**src/rtl/lux_timing_pkg.sv**
```systemverilog
// Constants shared by the light-sensor integration timing block.
// Assumes a 50 MHz system clock and a 32-bit Avalon-MM register port.
package lux_timing_pkg;

	// ----------------------------------------
	// Clock and oscillator timing
	// ----------------------------------------
	localparam int CLK_HZ = 50000000;
	localparam int OSC_FULL_HZ = 655000;
	localparam int OSC_HALF_HZ = 327000;
	// Divide ratios round down so the tick is never slower than nominal
	localparam int OSC_FULL_DIV = CLK_HZ / OSC_FULL_HZ;
	localparam int OSC_HALF_DIV = 2 * OSC_FULL_DIV;
	localparam logic [7:0] OSC_FULL_LAST = 8'(OSC_FULL_DIV - 1);
	localparam logic [7:0] OSC_HALF_LAST = 8'(OSC_HALF_DIV - 1);

	// ----------------------------------------
	// Register indices; byte address is four times the index
	// ----------------------------------------
	localparam logic [3:0] IDX_CMD = 4'h0;
	localparam logic [3:0] IDX_DATA_LSB = 4'h4;
	localparam logic [3:0] IDX_DATA_MSB = 4'h5;
	localparam logic [3:0] IDX_TIMER_LSB = 4'h6;
	localparam logic [3:0] IDX_TIMER_MSB = 4'h7;
	localparam logic [3:0] IDX_MODE = 4'h8;
	localparam logic [3:0] IDX_SYNC = 4'h9;
	localparam logic [3:0] IDX_STATUS = 4'hA;

	// ----------------------------------------
	// Command register fields and reset values
	// ----------------------------------------
	localparam int CMD_EXT_BIT = 5;
	localparam int CMD_RANGE_HI = 3;
	localparam int CMD_RANGE_LO = 2;
	localparam int CMD_WIDTH_HI = 1;
	localparam int CMD_WIDTH_LO = 0;
	localparam int SYNC_BIT = 0;
	localparam logic [7:0] CMD_RESET = 8'h00;
	localparam logic [15:0] CNT_MAX = 16'hFFFF;

	// Diode selection modes
	typedef enum logic [1:0] {
		first_diode_mode = 2'h0,
		second_diode_mode = 2'h1,
		dual_diode_sequence_mode = 2'h3
	} mode_t;

endpackage

```
**src/rtl/lux_osc_tick.sv**
```systemverilog
// Oscillator tick generator: a one-cycle enable at full or half rate.
// Assumes the range select comes from logic on the same clock.
`timescale 1ns/1ps
module lux_osc_tick
	import lux_timing_pkg::*;
(
	input wire logic mclk,
	input wire logic rst_b,
	input wire logic half_rate,
	output logic osc_tick
);

	// ----------------------------------------
	// Divider
	// ----------------------------------------
	logic [7:0] div_q;
	logic [7:0] gap_q;
	logic half_seen_q;

	// Tick as an enable keeps all counting in the mclk domain
	always_ff @(posedge mclk or negedge rst_b) begin
		if (!rst_b) begin
			div_q <= 8'h00;
			osc_tick <= 1'b0;
		end else if (div_q >= (half_rate ? OSC_HALF_LAST : OSC_FULL_LAST)) begin
			div_q <= 8'h00;
			osc_tick <= 1'b1;
		end else begin
			div_q <= div_q + 8'h01;
			osc_tick <= 1'b0;
		end
	end

	// Helper: cycles since last tick, and whether rate held across them
	always_ff @(posedge mclk or negedge rst_b) begin
		if (!rst_b) begin
			gap_q <= 8'h00;
			half_seen_q <= 1'b0;
		end else if (osc_tick) begin
			gap_q <= 8'h01;
			half_seen_q <= half_rate;
		end else begin
			gap_q <= gap_q + 8'h01;
			half_seen_q <= half_seen_q;
		end
	end

	a_tick_spacing: assert property (@(posedge mclk) disable iff (!rst_b)
		osc_tick && $past(osc_tick, 300) == 1'b0 && $stable(half_rate) && half_seen_q == half_rate && gap_q != 8'h01
		|-> gap_q == (half_rate ? 8'(OSC_HALF_DIV) : 8'(OSC_FULL_DIV)))
		else $error("oscillator tick spacing wrong for range");

	a_tick_pulse: assert property (@(posedge mclk) disable iff (!rst_b)
		osc_tick |=> !osc_tick)
		else $error("oscillator enable longer than one cycle");

endmodule

```
**src/rtl/lux_timing_ctrl.sv**
```systemverilog
// Integration timing control for an integrating light-sensor converter.
// Assumes an Avalon-MM master on mclk and a converter pulse from another domain.
//
// Function
// The oscillator runs at half rate in the two lower ranges and full rate in the two upper ones.
// Command bit 5 selects external timing when set and internal timing when clear.
// Internal timing ends each integration after exactly 2^n oscillator cycles, n = 4, 8, 12 or 16 from bits 1:0.
// In a single-diode external mode one sync starts integration and the next stops it.
// Writing one to the sync bit ends the running integration and starts a new one at once; the block does so in external timing only.
// In dual-diode sequence mode syncs alternate diode one and diode two, two readings per three syncs.
// External timing uses the same oscillator and counts its cycles in a 16-bit counter.
// The host keeps each external integration under 65,535 oscillator periods.
// The host sets the external interval by the bus clocks it lets pass between syncs.
// The host should pick an interval that is a whole multiple of the mains period.
// In external timing the cycle count is published at the end of each integration, low byte first.
// The sensor result bytes are refreshed at the end of every integration.
// Command bits 3:2 select one of four ranges, zero lowest through three highest.
// Cycle counter and accumulator are cleared at the start of every integration.
// The oscillator is a clock enable derived from mclk, keeping one clock domain.
`timescale 1ns/1ps
module lux_timing_ctrl
	import lux_timing_pkg::*;
(
	input wire logic mclk,
	input wire logic rst_b,
	input wire logic [5:0] avs_address,
	input wire logic avs_read,
	input wire logic avs_write,
	input wire logic [31:0] avs_writedata,
	output logic [31:0] avs_readdata,
	output logic avs_waitrequest,
	input wire logic light_pulse,
	output logic diode_sel,
	output logic integrating
);

	// ----------------------------------------
	// Declarations
	// ----------------------------------------
	logic [7:0] cmd_q;
	mode_t mode_q;
	logic [15:0] cyc_q;
	logic [15:0] acc_q;
	logic [15:0] data_q;
	logic [15:0] timer_q;
	logic cnt_ovf_q;
	logic pulse_meta_q;
	logic pulse_sync_q;
	logic pulse_last_q;
	logic pulse_rise;
	logic osc_tick;
	logic ext_mode;
	logic half_rate;
	logic [1:0] range_sel;
	logic [1:0] width_sel;
	logic [15:0] int_last;
	logic [3:0] reg_idx;
	logic bus_go;
	logic wr_go;
	logic sync_wr;
	logic int_end;
	logic int_start;
	logic [31:0] rd_d;

	// ----------------------------------------
	// Command decode
	// ----------------------------------------
	assign ext_mode = cmd_q[CMD_EXT_BIT];
	assign range_sel = cmd_q[CMD_RANGE_HI:CMD_RANGE_LO];
	assign width_sel = cmd_q[CMD_WIDTH_HI:CMD_WIDTH_LO];
	// Lowest and second range run the oscillator at half rate
	assign half_rate = (range_sel < 2'h2);

	// Last cycle index of an internal integration: 2^n - 1
	always_comb begin
		case (width_sel)
			2'h0: int_last = 16'h000F;
			2'h1: int_last = 16'h00FF;
			2'h2: int_last = 16'h0FFF;
			default: int_last = 16'hFFFF;
		endcase
	end

	lux_osc_tick u_osc (
		.mclk(mclk),
		.rst_b(rst_b),
		.half_rate(half_rate),
		.osc_tick(osc_tick)
	);

	// ----------------------------------------
	// Converter pulse input
	// ----------------------------------------
	// Two flops before any logic; the edge detector reads the second and a third flop behind it
	always_ff @(posedge mclk or negedge rst_b) begin
		if (!rst_b) begin
			pulse_meta_q <= 1'b0;
			pulse_sync_q <= 1'b0;
			pulse_last_q <= 1'b0;
		end else begin
			pulse_meta_q <= light_pulse;
			pulse_sync_q <= pulse_meta_q;
			pulse_last_q <= pulse_sync_q;
		end
	end
	assign pulse_rise = pulse_sync_q && !pulse_last_q;

	// ----------------------------------------
	// Avalon-MM slave
	// ----------------------------------------
	// Requests take effect only in the cycle waitrequest is seen low
	assign reg_idx = avs_address[5:2];
	assign bus_go = (avs_read || avs_write) && !avs_waitrequest;
	assign wr_go = avs_write && !avs_waitrequest;
	assign sync_wr = wr_go && reg_idx == IDX_SYNC && avs_writedata[SYNC_BIT];

	// One wait state: waitrequest drops the cycle after a request arrives
	always_ff @(posedge mclk or negedge rst_b) begin
		if (!rst_b) begin
			avs_waitrequest <= 1'b1;
		end else if (bus_go) begin
			avs_waitrequest <= 1'b1;
		end else begin
			avs_waitrequest <= !(avs_read || avs_write);
		end
	end

	// Read mux; unmapped indices read as zero
	always_comb begin
		rd_d = 32'h0000_0000;
		if (reg_idx == IDX_CMD) begin
			rd_d[7:0] = cmd_q;
		end else if (reg_idx == IDX_DATA_LSB) begin
			rd_d[7:0] = data_q[7:0];
		end else if (reg_idx == IDX_DATA_MSB) begin
			rd_d[7:0] = data_q[15:8];
		end else if (reg_idx == IDX_TIMER_LSB) begin
			rd_d[7:0] = timer_q[7:0];
		end else if (reg_idx == IDX_TIMER_MSB) begin
			rd_d[7:0] = timer_q[15:8];
		end else if (reg_idx == IDX_MODE) begin
			rd_d[1:0] = mode_q;
		end else if (reg_idx == IDX_STATUS) begin
			rd_d[2:0] = {cnt_ovf_q, diode_sel, integrating};
		end
	end

	// Read data are loaded as waitrequest falls, so they stand when sampled
	always_ff @(posedge mclk or negedge rst_b) begin
		if (!rst_b) begin
			avs_readdata <= 32'h0000_0000;
		end else if (avs_read && avs_waitrequest) begin
			avs_readdata <= rd_d;
		end else begin
			avs_readdata <= avs_readdata;
		end
	end

	// Configuration writes
	always_ff @(posedge mclk or negedge rst_b) begin
		if (!rst_b) begin
			cmd_q <= CMD_RESET;
			mode_q <= first_diode_mode;
		end else if (wr_go && reg_idx == IDX_CMD) begin
			cmd_q <= avs_writedata[7:0];
		end else if (wr_go && reg_idx == IDX_MODE) begin
			mode_q <= mode_t'(avs_writedata[1:0]);
		end
	end

	// ----------------------------------------
	// Integration sequencing
	// ----------------------------------------
	// Internal timing ends on the last tick of 2^n; external on a sync
	assign int_end = ext_mode ? (sync_wr && integrating)
		: (osc_tick && cyc_q == int_last);
	// A sync always begins a fresh integration in external timing
	assign int_start = ext_mode ? sync_wr : int_end;

	// Integrating flag: internal timing free-runs, external waits for a sync
	// Switching into external timing stops the run, so the first sync only starts one
	always_ff @(posedge mclk or negedge rst_b) begin
		if (!rst_b) begin
			integrating <= 1'b0;
		end else if (wr_go && reg_idx == IDX_CMD && avs_writedata[CMD_EXT_BIT] && !ext_mode) begin
			integrating <= 1'b0;
		end else if (!ext_mode) begin
			integrating <= 1'b1;
		end else if (sync_wr) begin
			integrating <= 1'b1;
		end
	end

	// Diode sequencing; dual mode swaps diode at each completed integration
	always_ff @(posedge mclk or negedge rst_b) begin
		if (!rst_b) begin
			diode_sel <= 1'b0;
		end else if (mode_q == second_diode_mode) begin
			diode_sel <= 1'b1;
		end else if (mode_q != dual_diode_sequence_mode) begin
			diode_sel <= 1'b0;
		end else if (int_end) begin
			diode_sel <= !diode_sel;
		end
	end

	// Cycle counter: cleared at each start, saturates at 16 bits
	always_ff @(posedge mclk or negedge rst_b) begin
		if (!rst_b) begin
			cyc_q <= 16'h0000;
			cnt_ovf_q <= 1'b0;
		end else if (int_start || (ext_mode && !integrating)) begin
			cyc_q <= 16'h0000;
			cnt_ovf_q <= 1'b0;
		end else if (osc_tick && cyc_q == CNT_MAX) begin
			cyc_q <= CNT_MAX;
			cnt_ovf_q <= 1'b1;
		end else if (osc_tick) begin
			cyc_q <= cyc_q + 16'h0001;
		end
	end

	// Converter accumulator: counts converter pulses, saturating
	always_ff @(posedge mclk or negedge rst_b) begin
		if (!rst_b) begin
			acc_q <= 16'h0000;
		end else if (int_start) begin
			acc_q <= 16'h0000;
		end else if (pulse_rise && integrating && acc_q != CNT_MAX) begin
			acc_q <= acc_q + 16'h0001;
		end
	end

	// Result publication at each integration end; timer only at external ones
	always_ff @(posedge mclk or negedge rst_b) begin
		if (!rst_b) begin
			data_q <= 16'h0000;
			timer_q <= 16'h0000;
		end else if (int_end) begin
			data_q <= acc_q;
			timer_q <= ext_mode ? cyc_q : timer_q;
		end
	end

	// ----------------------------------------
	// Assertions
	// ----------------------------------------
	a_range_rate: assert property (@(posedge mclk) disable iff (!rst_b)
		half_rate == (cmd_q[CMD_RANGE_HI] == 1'b0))
		else $error("range field does not steer oscillator rate");

	a_internal_length: assert property (@(posedge mclk) disable iff (!rst_b)
		!ext_mode && osc_tick && cyc_q == int_last ##1 !ext_mode [*8] |-> cyc_q == 16'h0000)
		else $error("internal integration did not wrap at 2^n");

	a_internal_ignores_sync: assert property (@(posedge mclk) disable iff (!rst_b)
		!ext_mode && sync_wr && !int_end && !osc_tick |=> cyc_q == $past(cyc_q))
		else $error("sync disturbed internal timing");

	a_sync_restart: assert property (@(posedge mclk) disable iff (!rst_b)
		ext_mode && sync_wr |=> integrating && cyc_q == 16'h0000 && acc_q == 16'h0000)
		else $error("sync did not restart integration");

	a_ext_timer: assert property (@(posedge mclk) disable iff (!rst_b)
		ext_mode && int_end |=> timer_q == $past(cyc_q))
		else $error("timer count not published at integration end");

	a_data_refresh: assert property (@(posedge mclk) disable iff (!rst_b)
		int_end |=> data_q == $past(acc_q))
		else $error("sensor result not refreshed");

	a_count_limit: assert property (@(posedge mclk) disable iff (!rst_b)
		cyc_q == CNT_MAX && osc_tick && !int_start && integrating |=> cyc_q == CNT_MAX && cnt_ovf_q)
		else $error("cycle counter wrapped past 16 bits");

	a_count_hold: assert property (@(posedge mclk) disable iff (!rst_b)
		!osc_tick && !int_start && integrating |=> cyc_q == $past(cyc_q))
		else $error("cycle counter moved without oscillator tick");

	a_dual_swap: assert property (@(posedge mclk) disable iff (!rst_b)
		ext_mode && mode_q == dual_diode_sequence_mode && sync_wr && integrating
		|=> diode_sel != $past(diode_sel))
		else $error("dual sequence did not swap diode");

	a_bus_answer: assert property (@(posedge mclk) disable iff (!rst_b)
		(avs_read || avs_write) && avs_waitrequest |=> !avs_waitrequest ##1 avs_waitrequest)
		else $error("bus answer not after one wait state");

endmodule

```
**config.mk**
```make
export PLATFORM = sky130hd
export DESIGN_NAME = lux_timing_ctrl
export DESIGN_NICKNAME = d
export VERILOG_FILES = /design/src/rtl/lux_timing_pkg.sv /design/src/rtl/lux_osc_tick.sv /design/src/rtl/lux_timing_ctrl.sv
export SDC_FILE = /design/constraint.sdc
export NUM_CORES = 1
export LEC_CHECK = 0
export BUFFER_PORTS_ARGS = -buffer_cell sky130_fd_sc_hd__buf_2
export CAP_MARGIN = 10
export CORE_MARGIN = 10
export CORE_UTILIZATION = 60
export CTS_CLUSTER_SIZE = 28
export DETAILED_ROUTE_END_ITERATION = 10
export GPL_ROUTABILITY_DRIVEN = 1
export PLACE_DENSITY_LB_ADDON = 0.12
export SLEW_MARGIN = 5
export SYNTH_ARGS = -nofsm -noshare
export SYNTH_HDL_FRONTEND = slang
export SYNTH_SLANG_ARGS = --single-unit
```
**constraint.sdc**
```tcl
create_clock -name mclk -period 5.14 [get_ports mclk]
set_input_delay 1.028 -clock mclk [delete_from_list [all_inputs] [get_ports mclk]]
set_output_delay 1.028 -clock mclk [all_outputs]
set_load 0.005 [all_outputs]
```
==> flow_summary.ini, run 1 <==
[outcome]
status = complete, no violations

[floorplan]
die_y_um = 112
core_um2 = 8220
die_area_um2 = 12500
die_x_um = 112
core.rowCount = 33
start_util_pct = 61.7
ios = 78

[sta]
setup_tns_ps = 0
setup_viol = 0
timing.final.crit_period_ps = 2960
drv_slew = 0
rsz0062_at_grt = no
clock_skew_ps = 15.8
fmax_mhz = 337
max_slew_margin_pct = 46.3
worst_pin_slew_ps = 805
fin_crit_sh_pct = 57.7
hold_viol_final = 0
hold_ws_ps = 359

[setup_path]
reg2reg_depth = 5
crit_chain = buf_2, nor2b_1, and4_1, and2_1, a32oi_4, mux2_2
critPathKind = input pin to flip-flop
critical_path_peak_fanout = 31
r2r_start = avs_waitrequest$_DFF_PN1_
cp-startpoint = avs_address[4]
path_depth = 6
worst_path_max_delay_cell = a32oi_4
crit_path_end = data_q[2]$_DFFE_PN0P_
max_stage_delay_ps = 650
worstSetupStartpointType = input pin
cp_top_family = simple AND/OR/NAND/NOR gates
ff2ff_setup_slack_ps = 2840
cp_num_buf_inv = 1
cp.required_ps = 5390
critPathCaptureType = flip-flop
cp.arrival_ps = 3210
r2r-end = data_q[2]$_DFFE_PN0P_

[global_routing]
grt_max_degree = 52
gr-usage-all-layers_pct = 17.1
first_global_vias = 3549
overflow = 0
grt_pass1_wl_mm = 18.0
antenna_found_initial = 0

[placed_design]
portBuffers = 27
dp_hpwl_mm = 7.43
place_congestion = 0.835

[yosys]
synth-compound-area-share_pct = 12.2
synth_seq_cells = 98
synth_simple_gate_area_share_pct = 16.0
synth_edf_count = 0
netlist_instances = 483
synth-xor-area-share_pct = 4.49
async_reset_ff_share_pct = 100
synthAdderAreaFrac_pct = 1.98
synthFlopType = dfrtp_1
synth_top_family_by_area = simple AND/OR/NAND/NOR gates
syn_area_um2 = 5070
synth_cell_types = 58
yosysWarningCount = 0
avgSynthCellArea_um2 = 10.5
synth.area.mux_share_pct = 10.4
synth-seq-area-share_pct = 48.4

[cts]
cts-htree-levels = 3
cts.sinks = 98
clk_latency_ps = 370
clk_pin_slew_ps = 80
cts_hold_buf = 0
cts_inserted_buffers = 9
clockBufferDepth = 2
cts_tree = yes
cts-root-buf = clkbuf_8
ctsResizeCount = 0
post_cts_buffers = 0

[detailed_routing]
vias = 3595
drc = 0
drtIter0Drc = 216
via_per_inst = 5.90
wl_mm = 10.5
drt-wirelength-per-cell_um = 17.3
drt_first_pass_iters = 4
drtAntennaViolNets = 0

[run]
drv_cap = 0

[power]
leakage_nw = 2.42
power_mw = 2.29
ir_drop_mv = 0.260
power.density_nw_per_um2 = 429

[cells_and_area]
multi_input_area_um2 = 2370
layout_commonest_cell = dfrtp_1
final_nets = 550
most-common-layout-cells = dfrtp_1 (97), nor2_1 (39), nand2_1 (34)
drive_above_1_share_pct = 15.7
layout-area-overhead-vs-synth_pct = 5.43
diodes = 0
seq_area_um2 = 2450
nFillCells = 700
fin_util_pct = 65.0

[min_path]
hold_class = flip-flop to flip-flop
## through the flow
stage	setup slack [ps]	instances	area, um^2
2_1_floorplan	2530	506	5150
3_3_place_gp	1860	593	5150
3_5_place_dp	1810	593	5150
4_1_cts	2200	609	5340
5_1_grt	2040	609	5340
6_report	2180	609	5340
## sequential cells by signal (all words and copies together) (netlist names), 2 cells and up
register      flops
acc_q            16
avs_readdata      8
cmd_q             8
cyc_q            16
data_q           16
mode_q            2
timer_q          16
u_osc.div_q       8
## synthesized netlist by cell type (all sizes together), types with 2 or more instances
cell / count / area, um^2
xor2: 20 / 175
o211ai: 2 / 15.0
buf: 32 / 225
o22ai: 2 / 18.8
clkbuf: 14 / 52.6
ha: 8 / 100
mux2i: 3 / 30.0
nand2: 34 / 128
a22oi: 3 / 22.5
nor2: 39 / 146
nor3b: 3 / 22.5
and3: 8 / 50.1
a21oi: 24 / 120
o311ai: 2 / 17.5
nand3: 20 / 100
inv: 13 / 48.8
o21ai: 20 / 100
o41ai: 5 / 43.8
dfrtp: 97 / 2430
nand2b: 5 / 31.3
xnor2: 6 / 52.6
nor3: 7 / 35.0
nand4: 13 / 81.3
a211oi: 10 / 75.1
nor4: 3 / 18.8
a311oi: 4 / 35.0
and4: 8 / 70.1
a21o: 4 / 31.3
a31oi: 2 / 12.5
nor2b: 8 / 50.1
a22o: 2 / 17.5
a32oi: 3 / 45.1
nand4b: 3 / 26.3
mux2: 41 / 499
## worst register-to-register path: stages (launching register included)
cell and delay [ps]:
dfstp_2 570, nor3b_1 80, and4_1 250, and2_1 220
a32oi_4 650, mux2_2 420
## report_power, final
part	switching, mW	total [mW]	internal [mW]
Combinational	0.307	0.576	0.269
Sequential	0.270	1.23	0.957
Clock	0.251	0.491	0.240
Total	0.828	2.29	1.47
## kinds of logic after synthesis
group	Yosys count
other	1
XOR/XNOR	26
AO/OA/AOI/OAI	90
flip-flops	98
adder cells (fa/ha/maj)	8
multiplexers	44
AND/OR/NAND/NOR	157
buffers and inverters	59
## routing by layer
| layer | track usage [%] | wire, um | vias up |
|---|---|---|---|
| met5 | 0 | 0 | - |
| met4 | 5.66 | 161 | 0 |
| met1 | 23.3 | 4980 | 1757 |
| met2 | 25.7 | 4740 | 90 |
| li1 | - | - | 1729 |
| met3 | 4.51 | 629 | 19 |
## area by class of cell
class | count | area share (%)
sequential | 98 | 45.9
multi-input combinational | 349 | 44.4
clock buffer | 14 | 2.86
timing repair buffer | 28 | 2.72
tap | 105 | 2.46
inverter | 13 | 0.913
clock inverter | 2 | 0.703
## worst min path at each step
| stage | startpoint | end | slack, ps | depth (start not counted) |
|---|---|---|---|---|
| 2_1_floorplan | pulse_meta_q$_DFF_PN0_ | pulse_sync_q$_DFF_PN0_ | 330 | 0 |
| 3_3_place_gp | pulse_meta_q$_DFF_PN0_ | pulse_sync_q$_DFF_PN0_ | 340 | 0 |
| 3_5_place_dp | pulse_meta_q$_DFF_PN0_ | pulse_sync_q$_DFF_PN0_ | 350 | 0 |
| 4_1_cts | pulse_meta_q$_DFF_PN0_ | pulse_sync_q$_DFF_PN0_ | 360 | 0 |
| 5_1_grt | pulse_meta_q$_DFF_PN0_ | pulse_sync_q$_DFF_PN0_ | 360 | 0 |
| 6_report | pulse_meta_q$_DFF_PN0_ | pulse_sync_q$_DFF_PN0_ | 360 | 0 |
Power figures use the tool's default switching activity.
==> inputs of run 2 (changes only) <==
--- a/config.mk
+++ b/config.mk
@@ -8,7 +8,7 @@
 export BUFFER_PORTS_ARGS = -buffer_cell sky130_fd_sc_hd__buf_2
 export CAP_MARGIN = 10
 export CORE_MARGIN = 10
-export CORE_UTILIZATION = 60
+export CORE_UTILIZATION = 57
 export CTS_CLUSTER_SIZE = 28
 export DETAILED_ROUTE_END_ITERATION = 10
 export GPL_ROUTABILITY_DRIVEN = 1
==> constraint.sdc (replaced) <==
create_clock -name mclk -period 3.06 [get_ports mclk]
set_input_delay 0.612 -clock mclk [delete_from_list [all_inputs] [get_ports mclk]]
set_output_delay 0.612 -clock mclk [all_outputs]
set_load 0.005 [all_outputs]
==> flow_summary.ini, run 2 (synthesis gave the netlist of run 1 again) <==
[sta]
hold_ws_ps = 236
worst_pin_slew_ps = 779
setup_tns_ps = 0
drv_slew = 0
max_slew_margin_pct = 47.6
hold_viol_final = 0
fin_crit_sh_pct = 74.5
clock_skew_ps = 13.0
setup_viol = 0
rsz0062_at_grt = no
timing.final.crit_period_ps = 2280
fmax_mhz = 439

[setup_path]
cp_top_family = simple AND/OR/NAND/NOR gates
critPathCaptureType = flip-flop
critPathKind = flip-flop to flip-flop
cp_num_buf_inv = 0
worstSetupStartpointType = flip-flop
cp.required_ps = 3320
cp.arrival_ps = 2540
path_depth = 6
reg2reg_depth = 6
critical_path_peak_fanout = 12
max_stage_delay_ps = 450
worst_path_max_delay_cell = dfrtp_1
crit_chain = ha_1, nand4_1, nor3_1, nand2_1, and4_1, a211oi_1

[placed_design]
dp_hpwl_mm = 7.70
portBuffers = 27
place_area_um2 = 5230
place_congestion = 0.846

[cts]
clk_pin_slew_ps = 90
post_cts_buffers = 0
clockBufferDepth = 2
cts-root-buf = clkbuf_8
cts-htree-levels = 3
cts_inserted_buffers = 9
cts_tree = yes
cts_hold_buf = 0
ctsResizeCount = 0
cts.sinks = 98
clk_latency_ps = 350

[detailed_routing]
routed-wl-met2_mm = 4.78
wl_mm = 10.6
drtAntennaViolNets = 0
met3_length_um = 594
drt_first_pass_iters = 4
dr.max_layer_used = met4
drc = 0
drtIter0Drc = 178
drt-wirelength-per-cell_um = 17.2
via_per_inst = 5.91
vias = 3657
wl_met1_mm = 5.13

[power]
swShare_pct = 35.5
pwr-share-comb_pct = 24.7
p_seq_share_pct = 52.8
power.density_nw_per_um2 = 719
power_mw = 3.91
p_int_mw = 2.52
ir_drop_mv = 0.447
clkPwrFrac_pct = 22.5
leakage_nw = 2.47
p_sw_mw = 1.39

[cells_and_area]
layout_commonest_cell = dfrtp_1
final_area_um2 = 5430
drive_above_1_share_pct = 17.0
most-common-layout-cells = dfrtp_1 (97), nor2_1 (39), nand2_1 (34)
layout-area-overhead-vs-synth_pct = 7.14
diodes = 0
final_nets = 558

[floorplan]
core.rowCount = 34
die_y_um = 114
die_x_um = 114
core_um2 = 8680
die_area_um2 = 13100
ios = 78
start_util_pct = 58.4

[run]
drv_cap = 0

[min_path]
hold_class = input pin to asynchronous set/reset pin

[global_routing]
antenna_found_initial = 0
grt_pass1_wl_mm = 17.9
gr-usage-all-layers_pct = 16.8
grt_max_degree = 57
overflow = 0
first_global_vias = 3487

[outcome]
status = complete, no violations
[run 2: changes by cell type in the layout (fill, tap and decap cells not counted), sizes merged]
cell	delta
clkinv	+1
clkbuf	-2
clkinvlp	-1
buf	+8
bufinv	+1
[run 2: final timing paths]
kind | from | end | slack (ps)
worst max-delay path | cyc_q[0]$_DFFE_PN0P_ | cyc_q[15]$_DFFE_PN0P_ | 780
worst min-delay path | rst_b | avs_readdata[6]$_DFFE_PN0P_ | 240
worst max register to register | cyc_q[0]$_DFFE_PN0P_ | cyc_q[15]$_DFFE_PN0P_ | 780
worst min register to register | pulse_meta_q$_DFF_PN0_ | pulse_sync_q$_DFF_PN0_ | 380
max in group asynchronous | rst_b | avs_waitrequest$_DFF_PN1_ | 2110
min in group mclk | light_pulse | pulse_meta_q$_DFF_PN0_ | 370
[run 2: final cells by class]
cell class,instances,area [um^2]
Clock buffer,12,135
Multi-Input combinational cell,349,2370
Fill cell,751,3250
Clock inverter,3,65.1
Sequential cell,98,2450
Timing Repair Buffer,36,218
Tap cell,108,135
Inverter,13,48.8
[run 2: per-stage QoR]
| stage | utilization (%) | setup WS [ps] | std cells |
|---|---|---|---|
| 2_1_floorplan | - | 865 | 506 |
| 3_3_place_gp | 60.3 | 552 | 604 |
| 3_5_place_dp | 60.3 | 564 | 604 |
| 4_1_cts | 62.6 | 801 | 619 |
| 5_1_grt | 62.6 | 510 | 619 |
| 6_report | 62.6 | 781 | 619 |
[run 2: power by group through the flow]
stage | Clock (mW) | Sequential (mW) | Combinational [mW]
4_1_cts | 0.901 | 2.05 | 0.970
2_1_floorplan | 0 | 1.90 | 0.823
3_5_place_dp | 0 | 2.08 | 0.960
5_1_grt | 0.952 | 2.12 | 1.11
6_report | 0.878 | 2.06 | 0.965
3_3_place_gp | 0 | 2.06 | 0.933
[run 2: layer usage]
layer / track usage, % / vias to the layer above
li1: - / 1742
met1: 23.7 / 1816
met2: 25.3 / 88
met3: 3.77 / 11
met4: 4.68 / 0
met5: 0 / -
==> inputs of run 3 (changes only) <==
--- a/config.mk
+++ b/config.mk
@@ -5,6 +5,7 @@
 export SDC_FILE = /design/constraint.sdc
 export NUM_CORES = 1
 export LEC_CHECK = 0
+export ABC_AREA = 1
 export BUFFER_PORTS_ARGS = -buffer_cell sky130_fd_sc_hd__buf_2
 export CAP_MARGIN = 10
 export CORE_MARGIN = 10
==> constraint.sdc (replaced) <==
create_clock -name mclk -period 2.2 [get_ports mclk]
set_input_delay 0.44 -clock mclk [delete_from_list [all_inputs] [get_ports mclk]]
set_output_delay 0.44 -clock mclk [all_outputs]
set_load 0.005 [all_outputs]
==> flow_summary.ini, run 3 <==
[outcome]
status = complete, no violations

[yosys]
synth_simple_gate_area_share_pct = 27.9
synth_top_cell_area_share_pct = 46.5
synth.area.mux_share_pct = 0
synth_top_family_by_area = simple AND/OR/NAND/NOR gates
yosysWarningCount = 0
synth_edf_count = 0
yosys-top-cells-count = nand2_1 (165), dfrtp_1 (97), inv_1 (62)
synth-xor-area-share_pct = 1.51
syn_area_um2 = 5230
synth.most_common_cell = nand2_1
synth-compound-area-share_pct = 11.5
avgSynthCellArea_um2 = 8.37
synth-seq-area-share_pct = 47.0
ys_top_cells_by_area = dfrtp_1 (46%), nand2_1 (12%), inv_1 (4.5%)
synthAdderAreaFrac_pct = 1.92
async_reset_ff_share_pct = 100
synth_cell_types = 40
yosysTopAreaCell = dfrtp_1
synthFlopType = dfrtp_1
netlist_instances = 624
synth_seq_cells = 98

[cells_and_area]
drive_above_1_share_pct = 16.6
fin_util_pct = 63.8
diodes = 0
nFillCells = 766
final-instance-count-excl-fill = 771
layout_commonest_cell = nand2_1
layout-area-overhead-vs-synth_pct = 7.54
final_nets = 709
most-common-layout-cells = nand2_1 (165), dfrtp_1 (97), inv_1 (62)

[floorplan]
die_area_um2 = 13400
ios = 78
core_um2 = 8810
die_y_um = 116
core.rowCount = 34
die_x_um = 116
start_util_pct = 59.3

[sta]
rsz0062_at_grt = no
timing.final.crit_period_ps = 1960
clock_skew_ps = 12.8
max_slew_margin_pct = 63.3
worst_pin_slew_ps = 548
drv_slew = 0
setup_tns_ps = 0
setup_viol = 0
hold_ws_ps = 172
fin_crit_sh_pct = 89.2
hold_viol_final = 0
fmax_mhz = 510

[detailed_routing]
vias = 4086
drt_first_pass_iters = 5
drtIter0Drc = 325
drc = 0
drtAntennaViolNets = 0
drt-wirelength-per-cell_um = 15.4
via_per_inst = 5.30
wl_mm = 11.9

[setup_path]
critPathKind = flip-flop to flip-flop
max_stage_delay_ps = 400
critical_path_peak_fanout = 10
cp_top_family = simple AND/OR/NAND/NOR gates
cp.arrival_ps = 2260
cp.required_ps = 2490
cp_num_buf_inv = 1
worstSetupStartpointType = flip-flop
crit_chain = ha_1, nand3_4, nor2_8, nand2_2, nor3_2, nand2_1, buf_4, a31oi_1
worst_path_max_delay_cell = dfrtp_1
critPathCaptureType = flip-flop

[placed_design]
dp_hpwl_mm = 8.87
place_congestion = 0.902
portBuffers = 27
place_inst = 754

[cts]
cts-htree-levels = 3
cts_inserted_buffers = 9
clk_pin_slew_ps = 100
clk_latency_ps = 370
clockBufferDepth = 2
cts_tree = yes
cts-root-buf = clkbuf_8
cts.sinks = 98
ctsResizeCount = 0

[power]
leakage_nw = 2.75
ir_drop_mv = 0.410
power.density_nw_per_um2 = 774

[global_routing]
first_global_vias = 4100
gr-usage-all-layers_pct = 18.5
grt_pass1_wl_mm = 19.9
grt_max_degree = 39
antenna_found_initial = 0
overflow = 0

[run]
drv_cap = 0

[min_path]
hold_class = input pin to flip-flop
-- run 3: cell count changes in the layout (fill, tap and decap cells not counted), sizes merged, moves of 12 or more --
cell and delta:
inv +55, mux2 -41, nand2 +145, nand3 +22, nor3 +13, o21ai +39
xor2 -12
-- run 3: logic make-up (layout without fill, tap and decap cells) --
group           after synthesis  after routing
simple gates                302            302
buf+inv                     104            120
compound gates              102            102
flops                        98             98
xor+xnor                      9              9
fa+ha+maj                     8              8
other cells                   1             24
-- run 3: path summary, 6_finish.rpt --
path | start | endpoint | slack (ps) | cells past startpoint
worst max-delay path | cyc_q[0]$_DFFE_PN0P_ | cyc_q[4]$_DFFE_PN0P_ | 240 | 8
worst min-delay path | light_pulse | pulse_meta_q$_DFF_PN0_ | 170 | 1
worst max register to register | cyc_q[0]$_DFFE_PN0P_ | cyc_q[4]$_DFFE_PN0P_ | 240 | 8
worst min register to register | pulse_meta_q$_DFF_PN0_ | pulse_sync_q$_DFF_PN0_ | 370 | 0
max in group asynchronous | rst_b | timer_q[1]$_DFFE_PN0P_ | 1080 | 3
min in group asynchronous | rst_b | cyc_q[2]$_DFFE_PN0P_ | 520 | 2
-- run 3: where the power goes --
group          total [mW]  switching (mW)  internal, mW
sequential           2.23           0.204          2.02
clock                1.32           0.651         0.674
combinational       0.800           0.512         0.288
total                4.35            1.37          2.98
-- run 3: per-stage QoR --
stage / worst slack, ps / power, mW / area [um^2]
2_1_floorplan: 582 / 2.82 / 5310
3_5_place_dp: 272 / 3.07 / 5380
3_3_place_gp: 312 / 3.02 / 5380
4_1_cts: 277 / 4.38 / 5620
6_report: 238 / 4.35 / 5620
5_1_grt: 59.5 / 4.62 / 5620
-- run 3: per-layer routing --
metal / global-route usage [%] / share of wire (%) / wire [um]
met1: 24.0 / 45 / 5340
met2: 31.2 / 49 / 5770
met3: 2.53 / 4.3 / 516
met4: 6.26 / 2.1 / 244
met5: 0 / 0 / 0
-- run 3: worst register-to-register path, stage by stage (launching register included) --
cell and delay (ps):
dfrtp_1 400, ha_1 250, nand3_4 130, nor2_8 140
nand2_2 100, nor3_2 170, nand2_1 320, buf_4 270
a31oi_1 120
-- run 3: repair_timing --
action	in CTS	in global routing
hold buffers	1	0
hold endpoints to repair	21	0
buffers inserted	0	0
setup endpoints to repair	0	0
-- run 3: area by class of cell --
type                       instances  area (um^2)  share of cell area, %
sequential                        98         2450                   43.7
multi-input combinational        445         2330                   41.4
inverter                          68          255                   4.54
timing repair buffer              36          220                   3.92
clock buffer                      10          138                   2.45
tap                              108          135                   2.40
clock inverter                     6         90.1                   1.60
